--- config.mk ---
export PLATFORM = sky130hd
export DESIGN_NAME = pll_clock_synthesizer_control
export DESIGN_NICKNAME = d
export VERILOG_FILES = /design/src/hdl/pll_clock_pkg.sv /design/src/hdl/synth_ratio_decode.sv /design/src/hdl/synth_lock_timer.sv /design/src/hdl/pll_clock_synthesizer_control.sv
export SDC_FILE = /design/constraint.sdc
export NUM_CORES = 1
export LEC_CHECK = 0
export BUFFER_PORTS_ARGS = -buffer_cell sky130_fd_sc_hd__buf_2
export CORE_MARGIN = 5
export CORE_UTILIZATION = 48
export CTS_BUF_LIST = sky130_fd_sc_hd__clkbuf_4 sky130_fd_sc_hd__clkbuf_8 sky130_fd_sc_hd__clkbuf_16
export CTS_CLUSTER_DIAMETER = 40
export CTS_CLUSTER_SIZE = 25
export DETAILED_ROUTE_END_ITERATION = 12
export PLACE_DENSITY = 0.8
export SKIP_LAST_GASP = 1
export SYNTH_ARGS = -nofsm -noshare
export SYNTH_HDL_FRONTEND = slang
export SYNTH_SLANG_ARGS = --single-unit
--- constraint.sdc ---
create_clock -name hclk -period 2.35 [get_ports hclk]
set_input_delay 0.3525 -clock hclk [delete_from_list [all_inputs] [get_ports hclk]]
set_output_delay 0.3525 -clock hclk [all_outputs]
set_load 0.05 [all_outputs]
--- src/hdl/pll_clock_pkg.sv ---
// Summary of operation
// - after system reset the synthesizer is held in reset, disabled, all control fields zero
// - bit 15 low holds synthesizer reset, high releases; bit 14 disables or enables
// - bit 13 low passes the input clock to the output; high passes the synthesized clock
// - synthesizer input is the active oscillator, internal or external, chosen by the oscillator_select input
// - output equals input, halved by bit 8, times M, divided by N from the table
// - code in bits 7..4 picks M 4..18 step 2, then 20,24,26,34; 1100..1111 unavailable
package pll_clock_pkg;

   // register map
   localparam logic [31:0] PLL_CONTROL_ADDR = 32'h4000_0060;
   localparam logic [15:0] PLL_CONTROL_RESET = 16'h0000;
   // bits software may write; bit 12 and reserved bits are excluded
   localparam logic [15:0] PLL_CONTROL_WRITE_MASK = 16'he1f7;

   // field positions
   localparam int RELEASE_BIT = 15;
   localparam int ENABLE_BIT = 14;
   localparam int OUTPUT_SELECT_BIT = 13;
   localparam int LOCKED_BIT = 12;
   localparam int HALVER_BIT = 8;
   localparam int FEEDBACK_LSB = 4;
   localparam int DIVIDER_LSB = 0;

   // decoded ratio after reset (code 0000 and 000)
   localparam logic [5:0] RESET_MULTIPLIER = 6'h04;
   localparam logic [4:0] RESET_DIVIDER = 5'h01;

   // settling time before the lock flag rises
   localparam int CLOCK_PERIOD_NS = 10;
   localparam int LOCK_TIME_NS = 100000;
   localparam int LOCK_CYCLES = (LOCK_TIME_NS + CLOCK_PERIOD_NS - 1) / CLOCK_PERIOD_NS;

   // AHB transfer types
   localparam logic [1:0] HTRANS_IDLE = 2'h0;
   localparam logic [1:0] HTRANS_NONSEQ = 2'h2;

   typedef struct packed {
      logic reset_release;
      logic enable;
      logic output_select;
      logic synth_locked;
      logic [2:0] spare_hi;
      logic input_halver;
      logic [3:0] feedback_multiplier_code;
      logic spare_lo;
      logic [2:0] output_divider_code;
   } pll_control_t;

   typedef enum logic [2:0] {
      SYNTH_OFF = 3'b001,
      SYNTH_SETTLING = 3'b010,
      SYNTH_LOCKED = 3'b100
   } synth_state_t;

   function automatic logic [5:0] multiplier_of(input logic [3:0] code);
      case (code)
         4'h0: multiplier_of = 6'h04;
         4'h1: multiplier_of = 6'h06;
         4'h2: multiplier_of = 6'h08;
         4'h3: multiplier_of = 6'h0a;
         4'h4: multiplier_of = 6'h0c;
         4'h5: multiplier_of = 6'h0e;
         4'h6: multiplier_of = 6'h10;
         4'h7: multiplier_of = 6'h12;
         4'h8: multiplier_of = 6'h14;
         4'h9: multiplier_of = 6'h18;
         4'ha: multiplier_of = 6'h1a;
         4'hb: multiplier_of = 6'h22;
         default: multiplier_of = 6'h00;
      endcase
   endfunction

   function automatic logic code_available(input logic [3:0] code);
      code_available = ~(code[3] & code[2]);
   endfunction

   function automatic logic [4:0] divider_of(input logic [2:0] code);
      case (code)
         3'h0: divider_of = 5'h01;
         3'h1: divider_of = 5'h02;
         3'h2: divider_of = 5'h03;
         3'h3: divider_of = 5'h04;
         3'h4: divider_of = 5'h06;
         3'h5: divider_of = 5'h08;
         3'h6: divider_of = 5'h03;
         3'h7: divider_of = 5'h10;
         default: divider_of = 5'h01;
      endcase
   endfunction

endpackage

--- src/hdl/synth_ratio_decode.sv ---
module synth_ratio_decode
   import pll_clock_pkg::*;
(
   // clock and reset
   input wire logic hclk,
   input wire logic hresetn,
   // register contents
   input pll_control_t ctrl,
   // decoded ratio for the analog core
   output logic core_predivide,
   output logic [5:0] core_multiplier,
   output logic [4:0] core_divider,
   output logic code_valid
);

   always_ff @(posedge hclk or negedge hresetn) begin
      if (!hresetn) begin
         core_predivide <= 1'b0;
      end else begin
         core_predivide <= ctrl.input_halver;
      end
   end

   always_ff @(posedge hclk or negedge hresetn) begin
      if (!hresetn) begin
         core_multiplier <= RESET_MULTIPLIER;
         code_valid <= 1'b1;
      end else begin
         core_multiplier <= multiplier_of(ctrl.feedback_multiplier_code);
         code_valid <= code_available(ctrl.feedback_multiplier_code);
      end
   end

   always_ff @(posedge hclk or negedge hresetn) begin
      if (!hresetn) begin
         core_divider <= RESET_DIVIDER;
      end else begin
         core_divider <= divider_of(ctrl.output_divider_code);
      end
   end

endmodule // synth_ratio_decode

--- src/hdl/synth_lock_timer.sv ---
module synth_lock_timer
   import pll_clock_pkg::*;
#(
   parameter int LOCK_COUNT = LOCK_CYCLES
)
(
   // clock and reset
   input wire logic hclk,
   input wire logic hresetn,
   // run request and ratio settings
   input wire logic run,
   input wire logic [7:0] settings,
   // lock flag
   output logic synth_locked
);

   localparam int CW = $clog2(LOCK_COUNT + 1);
   localparam logic [CW-1:0] LAST = CW'(LOCK_COUNT - 1);

   generate
      if (LOCK_COUNT < 1) begin : g_bad_count
         $error("lock count must be at least one");
      end
   endgenerate

   synth_state_t state;
   logic [CW-1:0] count;
   logic [7:0] last_settings;
   logic changed;

   // a new ratio while running forces a fresh settle
   assign changed = (settings != last_settings);

   always_ff @(posedge hclk or negedge hresetn) begin
      if (!hresetn) begin
         last_settings <= 8'h00;
      end else begin
         last_settings <= settings;
      end
   end

   always_ff @(posedge hclk or negedge hresetn) begin
      if (!hresetn) begin
         state <= SYNTH_OFF;
      end else begin
         case (state)
            SYNTH_OFF: if (run) state <= SYNTH_SETTLING;
            SYNTH_SETTLING: begin
               if (!run) state <= SYNTH_OFF;
               else if (!changed && count == LAST) state <= SYNTH_LOCKED;
            end
            SYNTH_LOCKED: begin
               if (!run) state <= SYNTH_OFF;
               else if (changed) state <= SYNTH_SETTLING;
            end
            default: state <= SYNTH_OFF;
         endcase
      end
   end

   always_ff @(posedge hclk or negedge hresetn) begin
      if (!hresetn) begin
         count <= '0;
      end else if (state != SYNTH_SETTLING || changed || !run) begin
         count <= '0;
      end else if (count != LAST) begin
         count <= count + CW'(1);
      end
   end

   assign synth_locked = (state == SYNTH_LOCKED);

   lock_off_a: assert property (@(posedge hclk) disable iff (!hresetn)
      !run |=> !synth_locked) else $error("lock flag stayed up after run dropped");

endmodule // synth_lock_timer

--- src/hdl/pll_clock_synthesizer_control.sv ---
module pll_clock_synthesizer_control
   import pll_clock_pkg::*;
#(
   parameter int LOCK_COUNT = LOCK_CYCLES
)
(
   // clock and reset
   input wire logic hclk,
   input wire logic hresetn,
   // ahb-lite slave
   input wire logic hsel,
   input wire logic [31:0] haddr,
   input wire logic [1:0] htrans,
   input wire logic hwrite,
   input wire logic [2:0] hsize,
   input wire logic [31:0] hwdata,
   input wire logic hready,
   output logic hreadyout,
   output logic hresp,
   output logic [31:0] hrdata,
   // oscillators and analog core clock
   input wire logic internal_oscillator,
   input wire logic external_oscillator,
   input wire logic oscillator_select,
   input wire logic pll_core_clock,
   // analog core control
   output logic core_reset_n,
   output logic core_enable,
   output logic core_predivide,
   output logic [5:0] core_multiplier,
   output logic [4:0] core_divider,
   // clocks out
   output logic synth_input_clock,
   output logic synth_output_clock,
   // state for observation
   output logic synth_locked
);

   generate
      if (LOCK_COUNT < 1) begin : g_bad_count
         $error("lock count must be at least one");
      end
   endgenerate

   pll_control_t ctrl;
   pll_control_t next_ctrl;
   pll_control_t read_view;
   logic addr_phase;
   logic addr_hit;
   logic wr_pending;
   logic code_valid;
   logic run;

   // the slave never stalls, so every data phase is one cycle
   assign hreadyout = 1'b1;
   assign hresp = 1'b0;

   // only whole-word accesses reach the register; others read zero
   assign addr_phase = hsel && hready && htrans[1];
   assign addr_hit = (haddr[31:2] == PLL_CONTROL_ADDR[31:2]) && (hsize == 3'h2);

   always_ff @(posedge hclk or negedge hresetn) begin
      if (!hresetn) begin
         wr_pending <= 1'b0;
      end else begin
         wr_pending <= addr_phase && hwrite && addr_hit;
      end
   end

   // lock bit is never stored, so a write to it can do nothing
   always_comb begin
      next_ctrl = ctrl;
      if (wr_pending) begin
         next_ctrl = pll_control_t'(hwdata[15:0] & PLL_CONTROL_WRITE_MASK);
      end
   end

   always_ff @(posedge hclk or negedge hresetn) begin
      if (!hresetn) begin
         ctrl <= pll_control_t'(PLL_CONTROL_RESET);
      end else begin
         ctrl <= next_ctrl;
      end
   end

   // a read right behind a write sees the new value through next_ctrl
   always_comb begin
      read_view = next_ctrl;
      read_view.synth_locked = synth_locked;
   end

   always_ff @(posedge hclk or negedge hresetn) begin
      if (!hresetn) begin
         hrdata <= 32'h0000_0000;
      end else if (addr_phase && !hwrite) begin
         hrdata <= addr_hit ? {16'h0000, read_view} : 32'h0000_0000;
      end
   end

   // core reset and enable follow the stored bits directly
   assign core_reset_n = ctrl.reset_release;
   assign core_enable = ctrl.enable;

   // the synthesizer only counts as running once both bits are set and the multiplier code is available
   assign run = ctrl.reset_release && ctrl.enable && code_valid;

   synth_ratio_decode u_ratio (
      .hclk(hclk),
      .hresetn(hresetn),
      .ctrl(ctrl),
      .core_predivide(core_predivide),
      .core_multiplier(core_multiplier),
      .core_divider(core_divider),
      .code_valid(code_valid)
   );

   synth_lock_timer #(
      .LOCK_COUNT(LOCK_COUNT)
   ) u_lock (
      .hclk(hclk),
      .hresetn(hresetn),
      .run(run),
      .settings({ctrl.input_halver, ctrl.feedback_multiplier_code, ctrl.output_divider_code}),
      .synth_locked(synth_locked)
   );

   // plain muxes on clock nets; a glitch-free switch belongs in the clock cell library
   assign synth_input_clock = oscillator_select ? external_oscillator : internal_oscillator;
   assign synth_output_clock = ctrl.output_select ? pll_core_clock : synth_input_clock;

   reset_clear_a: assert property (@(posedge hclk)
      $rose(hresetn) |-> (ctrl == pll_control_t'(16'h0000)) && !core_reset_n && !core_enable && !synth_locked)
      else $error("control not cleared after reset");

   reset_write_a: assert property (@(posedge hclk) disable iff (!hresetn)
      wr_pending && !hwdata[RELEASE_BIT] |=> !core_reset_n ##1 !synth_locked)
      else $error("synthesizer reset not asserted by write");

   enable_write_a: assert property (@(posedge hclk) disable iff (!hresetn)
      wr_pending |=> core_enable == $past(hwdata[ENABLE_BIT]) && core_reset_n == $past(hwdata[RELEASE_BIT]))
      else $error("enable or release bit not taken");

   run_needs_both_a: assert property (@(posedge hclk) disable iff (!hresetn)
      synth_locked |-> $past(core_reset_n) && $past(core_enable))
      else $error("lock without release and enable");

   output_select_a: assert property (@(posedge hclk) disable iff (!hresetn)
      wr_pending |=> ctrl.output_select == $past(hwdata[OUTPUT_SELECT_BIT]))
      else $error("output select not taken");

   input_select_a: assert property (@(posedge hclk) disable iff (!hresetn)
      synth_input_clock == (oscillator_select ? external_oscillator : internal_oscillator))
      else $error("wrong oscillator routed");

   divider_table_a: assert property (@(posedge hclk) disable iff (!hresetn)
      wr_pending |=> ##1 core_divider == divider_of($past(hwdata[2:0], 2)) &&
         core_predivide == $past(hwdata[HALVER_BIT], 2))
      else $error("divider or halver mismatch");

   multiplier_table_a: assert property (@(posedge hclk) disable iff (!hresetn)
      wr_pending |=> ##1 core_multiplier == multiplier_of($past(hwdata[7:4], 2)))
      else $error("multiplier mismatch");

   invalid_code_a: assert property (@(posedge hclk) disable iff (!hresetn)
      !code_valid [*2] |-> !synth_locked)
      else $error("lock with unavailable multiplier code");

   lock_read_a: assert property (@(posedge hclk) disable iff (!hresetn)
      addr_phase && !hwrite && addr_hit |=> hrdata[LOCKED_BIT] == $past(synth_locked) && hrdata[31:16] == 16'h0000)
      else $error("lock bit read wrong");

   lock_reached_c: cover property (@(posedge hclk) disable iff (!hresetn) $rose(synth_locked));
   pll_routed_c: cover property (@(posedge hclk) disable iff (!hresetn) synth_locked && ctrl.output_select);
   bad_code_c: cover property (@(posedge hclk) disable iff (!hresetn) wr_pending && hwdata[7:6] == 2'h3);
   relock_c: cover property (@(posedge hclk) disable iff (!hresetn) $fell(synth_locked) && run);

endmodule // pll_clock_synthesizer_control

# Word level (Yosys, flattened, before mapping)

Memory sizes are Yosys's and may differ from the RTL's. A register that Yosys moved wholly into a read port is not among the register bits.
Cells that the tools add are included.

Bits in registers: 81
Memories: 2
Memory bits (read-only): 120

Equality and inequality tests: 12
Reduce and logical (&&, ||, !) cells: 18
Muxes and demuxes: 12
Add/subtract/negate cells: 1
Bitwise logic cells: 2

Memories:

| name             | depth | bits a word | read ports | clocked after Yosys merged registers in | write ports | RTL line            | RTL |
|---|---|---|---|---|---|---|---|
| (name not given) | 16    | 5           | 1          | 1                                       | 0           | pll_clock_pkg.sv:57 | `case (code)` |
| (name not given) | 8     | 5           | 1          | 1                                       | 0           | pll_clock_pkg.sv:79 | `case (code)` |

Operator list:

| operator                                              | number |
|---|---|
| two-way mux 16 bit                                    | 2 |
| == test 30 x 29 -> 1 bit, second input constant       | 1 |
| two-way mux 14 bit                                    | 2 |
| two-way mux 3 bit                                     | 5 |
| adder 14 x 1 -> 14 bit, second input constant         | 1 |
| == test 14 bit, second input constant                 | 1 |
| inequality test 14 bit, second input constant         | 1 |
| logical AND 1 bit                                     | 9 |
| one-hot mux 3 bit (3 select lines)                    | 1 |
| inequality test 8 bit                                 | 1 |
| == test 3 x 2 -> 1 bit, second input constant         | 2 |
| inequality test 3 bit, second input constant          | 2 |
| zero test 1 bit                                       | 5 |
| == test 3 x 1 -> 1 bit, second input constant         | 1 |
| == test 3 bit, second input constant                  | 1 |
| inequality test 3 x 2 -> 1 bit, second input constant | 1 |
| AND reduction 3 bit                                   | 1 |
| logical OR 1 bit                                      | 2 |
| two-way mux 1 bit                                     | 2 |
| inequality test 2 x 1 -> 1 bit, second input constant | 1 |
| nonzero test 2 bit                                    | 1 |
| AND 1 bit                                             | 1 |
| NOT 1 bit                                             | 1 |

# Depth between registers and ports, before layout

Depth after elaboration: 6
Gate-level depth with buffers: 7
Gate-level depth less buffers: 5

# Hierarchy

A second synthesis with hierarchy kept.

Cells, all modules: 293
Area, all modules: 3364.5 sq um

Modules (own cells, without submodules):

| module                        | cells an instance | instances | area each (sq um) |
|---|---|---|---|
| pll_clock_synthesizer_control | 142               | 1         | 1650.3 |
| synth_lock_timer              | 108               | 1         | 1164.9 |
| synth_ratio_decode            | 43                | 1         | 549.3 |

# Least setup slack after synthesis

Ideal clock, no wire load.

Path kind: reg-to-reg
Start point: register u_lock.state[1]
End point: register u_lock.state[1]
Path buffers: 0
Data arrival time: 2.130 ns
Period minus slack after synthesis: 2.213 ns
Slack: 0.137 ns
Cell stages (with the launch flop): 4
Path through: dfrtp_1 nor3b_1 o21ai_0 a31oi_1

Cells in the longest elaborated chain, start to end: 3

RTL lines:

| what                                   | RTL line                            | RTL |
|---|---|---|
| start: declaration                     | synth_lock_timer.sv:26              | `synth_state_t state;` |
| start signal: assignment               | synth_lock_timer.sv:44              | `state <= SYNTH_OFF;` |
| start signal: assignment               | synth_lock_timer.sv:47              | `SYNTH_OFF: if (run) state <= SYNTH_SETTLING;` |
| start signal: assignment               | synth_lock_timer.sv:49              | `if (!run) state <= SYNTH_OFF;` |
| == test 3 bit (*)                      | n/a                                 |  |
| net synth_locked                       | pll_clock_synthesizer_control.sv:36 | `output logic synth_locked` |
| inequality test 3 bit (no source line) | n/a                                 |  |
| AND reduction 3 bit (no source line)   | n/a                                 |  |

Mark *: on every way through the listed nets, which the timed path passes. The rest lies on a longest branch.
A chain may end at the register's enable or synchronous reset.

# Worst setup path in the final report

Start point: register u_lock.state[1]
End point: output port synth_locked

Cells in the longest elaborated chain, start to end: 1

RTL lines:

| what             | RTL line                            | RTL |
|---|---|---|
| == test 3 bit    | synth_lock_timer.sv:71              | `assign synth_locked = (state == SYNTH_LOCKED);` |
| end: declaration | pll_clock_synthesizer_control.sv:36 |  |

Every way passes these cells.

==> impl_results.md <==
* Outcome: complete, no violations
* Top-count cell post-synth: dfrtp_1
* Clock Path Buffers at 2
* Largest net degree at the start of global routing at 42
* CP startpoint: u_lock.state[1]$_DFFE_PN0P_
* Worst R2R Start: u_lock.count[4]$_DFFE_PN0P_
* Fin crit share at 0.848
* Die H at 91.3 um
* Critical path data arrival time at 1.64 ns
* I/O pins at between 100 and 150
* Avg Vias per Cell at 5.16
* Worst path buffer plus inverter count at 1
* Seq cells post-synth at 68
* Synth async-reset ratio at 1.00
* Relative slew margins at 0.445
* H-Tree Depth at 3
* Sequential area share after synthesis at 0.538
* CP Capture Type: output port
* Area share of the largest cell type after synthesis at 0.505
* Core area at 6390 um^2
* Syn avg cell area at ~11 um^2
* Slowest CP cell: nor3b_1
* Initial core utilization at 0.497
* TritonCTS buffer count at 9
* PortBufs at 85
* Crit-path leading delay family: simple AND/OR/NAND/NOR gates
* Warnings from Yosys at 0
* Max-cap violation count at 0
* Layout Cells excl Fill at 468
* Final WL at 6.63 mm
* Final #Nets at 475
* Remaining Overflow, GRT at 0
* Clk slew on worst S/H paths at 0.07 ns
* Fill count at about 500
* Dpl cells at 453
* Synthesized area at ~3200 um^2
* Diode count at 0
* Final setup vio count at 0
* # resized after CTS at 0
* DIE AREA at 8340 um^2
* RSZ-0062 raised after global routing: false
* Post-synth EDFFs at 0
* VDD IR max at between 0.0007 and 0.0008 V
* Ys flop type: dfrtp_1
* Fin. Hold Viols at 0
* Drt wl/cell at about 14 um
* Distinct cells, synth at 37
* Post-CTS Hold Buffers at 0
* Area growth, synth to finish at 19.7%
* Setup_tns at 0 ns
* Worst slew pin tran at 0.833 ns
* Remaining routing DRC violations at 0
* Area leader, netlist: dfrtp_1
* Vias in the first global route at about 2,500
* CP Class: flip-flop to output port
* Detail Placement HPWL at between 5 and 6 mm
* Setup Fix Bufs, Post-CTS at 0
* GR Util All Layers at 0.175
* Initial antenna violation count at 0
* Global-route wire length before repair at between 10 and 15 mm
* CTS root buf: clkbuf_8
* Mapped Cells at 301
* # rows at 29
* Worst path cell trace: nor3b_1 > buf_2
* Crit Path Max Fanout at 4
* Die X at 91.3 um
* Maximum clock rate at roughly 500 MHz
* Core Util, Final at 0.595
* Antenna viol nets, final at 0
* CP required at about 2.0 ns
* Routability cong. at a little over 0.8
* Layout cells sized above 1 at 0.317
* Leak pwr at about 0.0018 uW
* Worst Skew at around 0.006 ns
* Initial drt markers at 100
* Power density over the cells at 589 nW/um^2
* TritonCTS clock tree: yes
* Total vias in the final route at 2,417
* Critical Path Start Type: flip-flop
* First drt pass iteration count at 4
* Tmin final at 1.99 ns
* HP Class: input port to async pin
* Max incr delay on CP at between 0.5 and 0.6 ns
* Final Slew Violations at 0
* Top cells by area, synth: dfrtp_1, xnor2_1, buf_4, ha_1, nand2_1
* Hold_ws at about 0.022 ns
* Post-synth top cells: dfrtp_1, nand2_1, nor2_1, buf_4, xnor2_1
* Clk_lat worst skew at about 0.34 ns
* Clock sinks at 68
==> per-stage QoR <==
stage	setup slack, ns	power [uW]	cell area (um^2)
after floorplan	0.137	1310	3240
after global placement	0.442	1350	3610
after detailed placement	0.393	1360	3610
after CTS	0.352	2270	3800
after global routing	0.297	2340	3800
final	0.357	2240	3800
==> cell type report <==
| type | instances | area (um^2) | share of cell area |
|---|---|---|---|
| sequential | 68 | 1710 | 0.449 |
| multi-input combinational | 206 | 1290 | 0.340 |
| clock buffer | 10 | 131 | 0.0346 |
| timing repair buffer | 89 | 468 | 0.123 |
| inverter | 13 | 48.8 | 0.0129 |
| clock inverter | 5 | 53.8 | 0.0142 |
| tap | 77 | 96.3 | 0.0254 |
==> flip-flops by register name, summed over array words and instances, names as in the netlist <==
name	flops
u_ratio.code_valid	1
core_reset_n	1
u_lock.last_settings	8
u_lock.count	14
core_enable	1
ctrl	13
u_ratio.core_divider	5
wr_pending	1
u_lock.state	3
u_ratio.core_multiplier	5
hrdata	16
==> final timing paths <==
kind | endpoint | slack, ns | cells after the start
setup / recovery | synth_locked | 0.36 | 2
hold / removal | hrdata[7]$_DFFE_PN0P_ | 0.02 | 1
setup reg to reg | u_lock.state[1]$_DFFE_PN0P_ | 0.45 | 4
hold reg to reg | u_lock.last_settings[7]$_DFF_PN0_ | 0.43 | 0
max in group asynchronous | u_lock.state[0]$_DFFE_PN1P_ | 1.64 | 2
min in group hclk | wr_pending$_DFF_PN0_ | 0.25 | 3
==> routing by layer <==
metal	global-route usage	vias up	share of wire
met5	0	-	0
met1	0.211	1159	0.41
met4	0.0489	0	0.015
li1	-	1154	-
met2	0.295	95	0.50
met3	0.0628	9	0.080
==> power by group <==
| group | switching, uW | leakage (uW) | total, uW | internal [uW] |
|---|---|---|---|---|
| combinational | 118 | 0.000825 | 162 | 43.5 |
| clock | 414 | 0.0000993 | 906 | 492 |
| sequential | 0.000000378 | 0.000868 | 1170 | 1170 |
| total | 532 | 0.00179 | 2240 | 1710 |
==> kinds of logic after synthesis <==
| kind of cell | synth area share |
|---|---|
| mux | 0.0390 |
| xor+xnor | 0.0524 |
| flops | 0.538 |
| buf+inv | 0.0749 |
| fa+ha+maj | 0.0394 |
| compound gates | 0.0659 |
| simple gates | 0.188 |
| other cells | 0.00237 |
==> placed cells by master (no fill, tap or decap), types with 2 or more instances in the layout <==
cell type / n
a21oi_1: 5
and2_1: 3
buf_2: 85
buf_4: 3
clkbuf_8: 9
clkinv_2: 3
conb_1: 19
dfrtp_1: 64
dfstp_2: 4
ha_1: 10
inv_1: 13
mux2_2: 11
nand2_1: 33
nand2b_1: 11
nand3_1: 7
nand4_1: 7
nor2_1: 20
nor3_1: 3
nor3b_1: 2
nor4_1: 9
nor4b_1: 2
o21ai_0: 12
o21ai_1: 11
o41ai_1: 4
or3_1: 6
xnor2_1: 19
No activity file was read; power rests on OpenSTA's default activity.
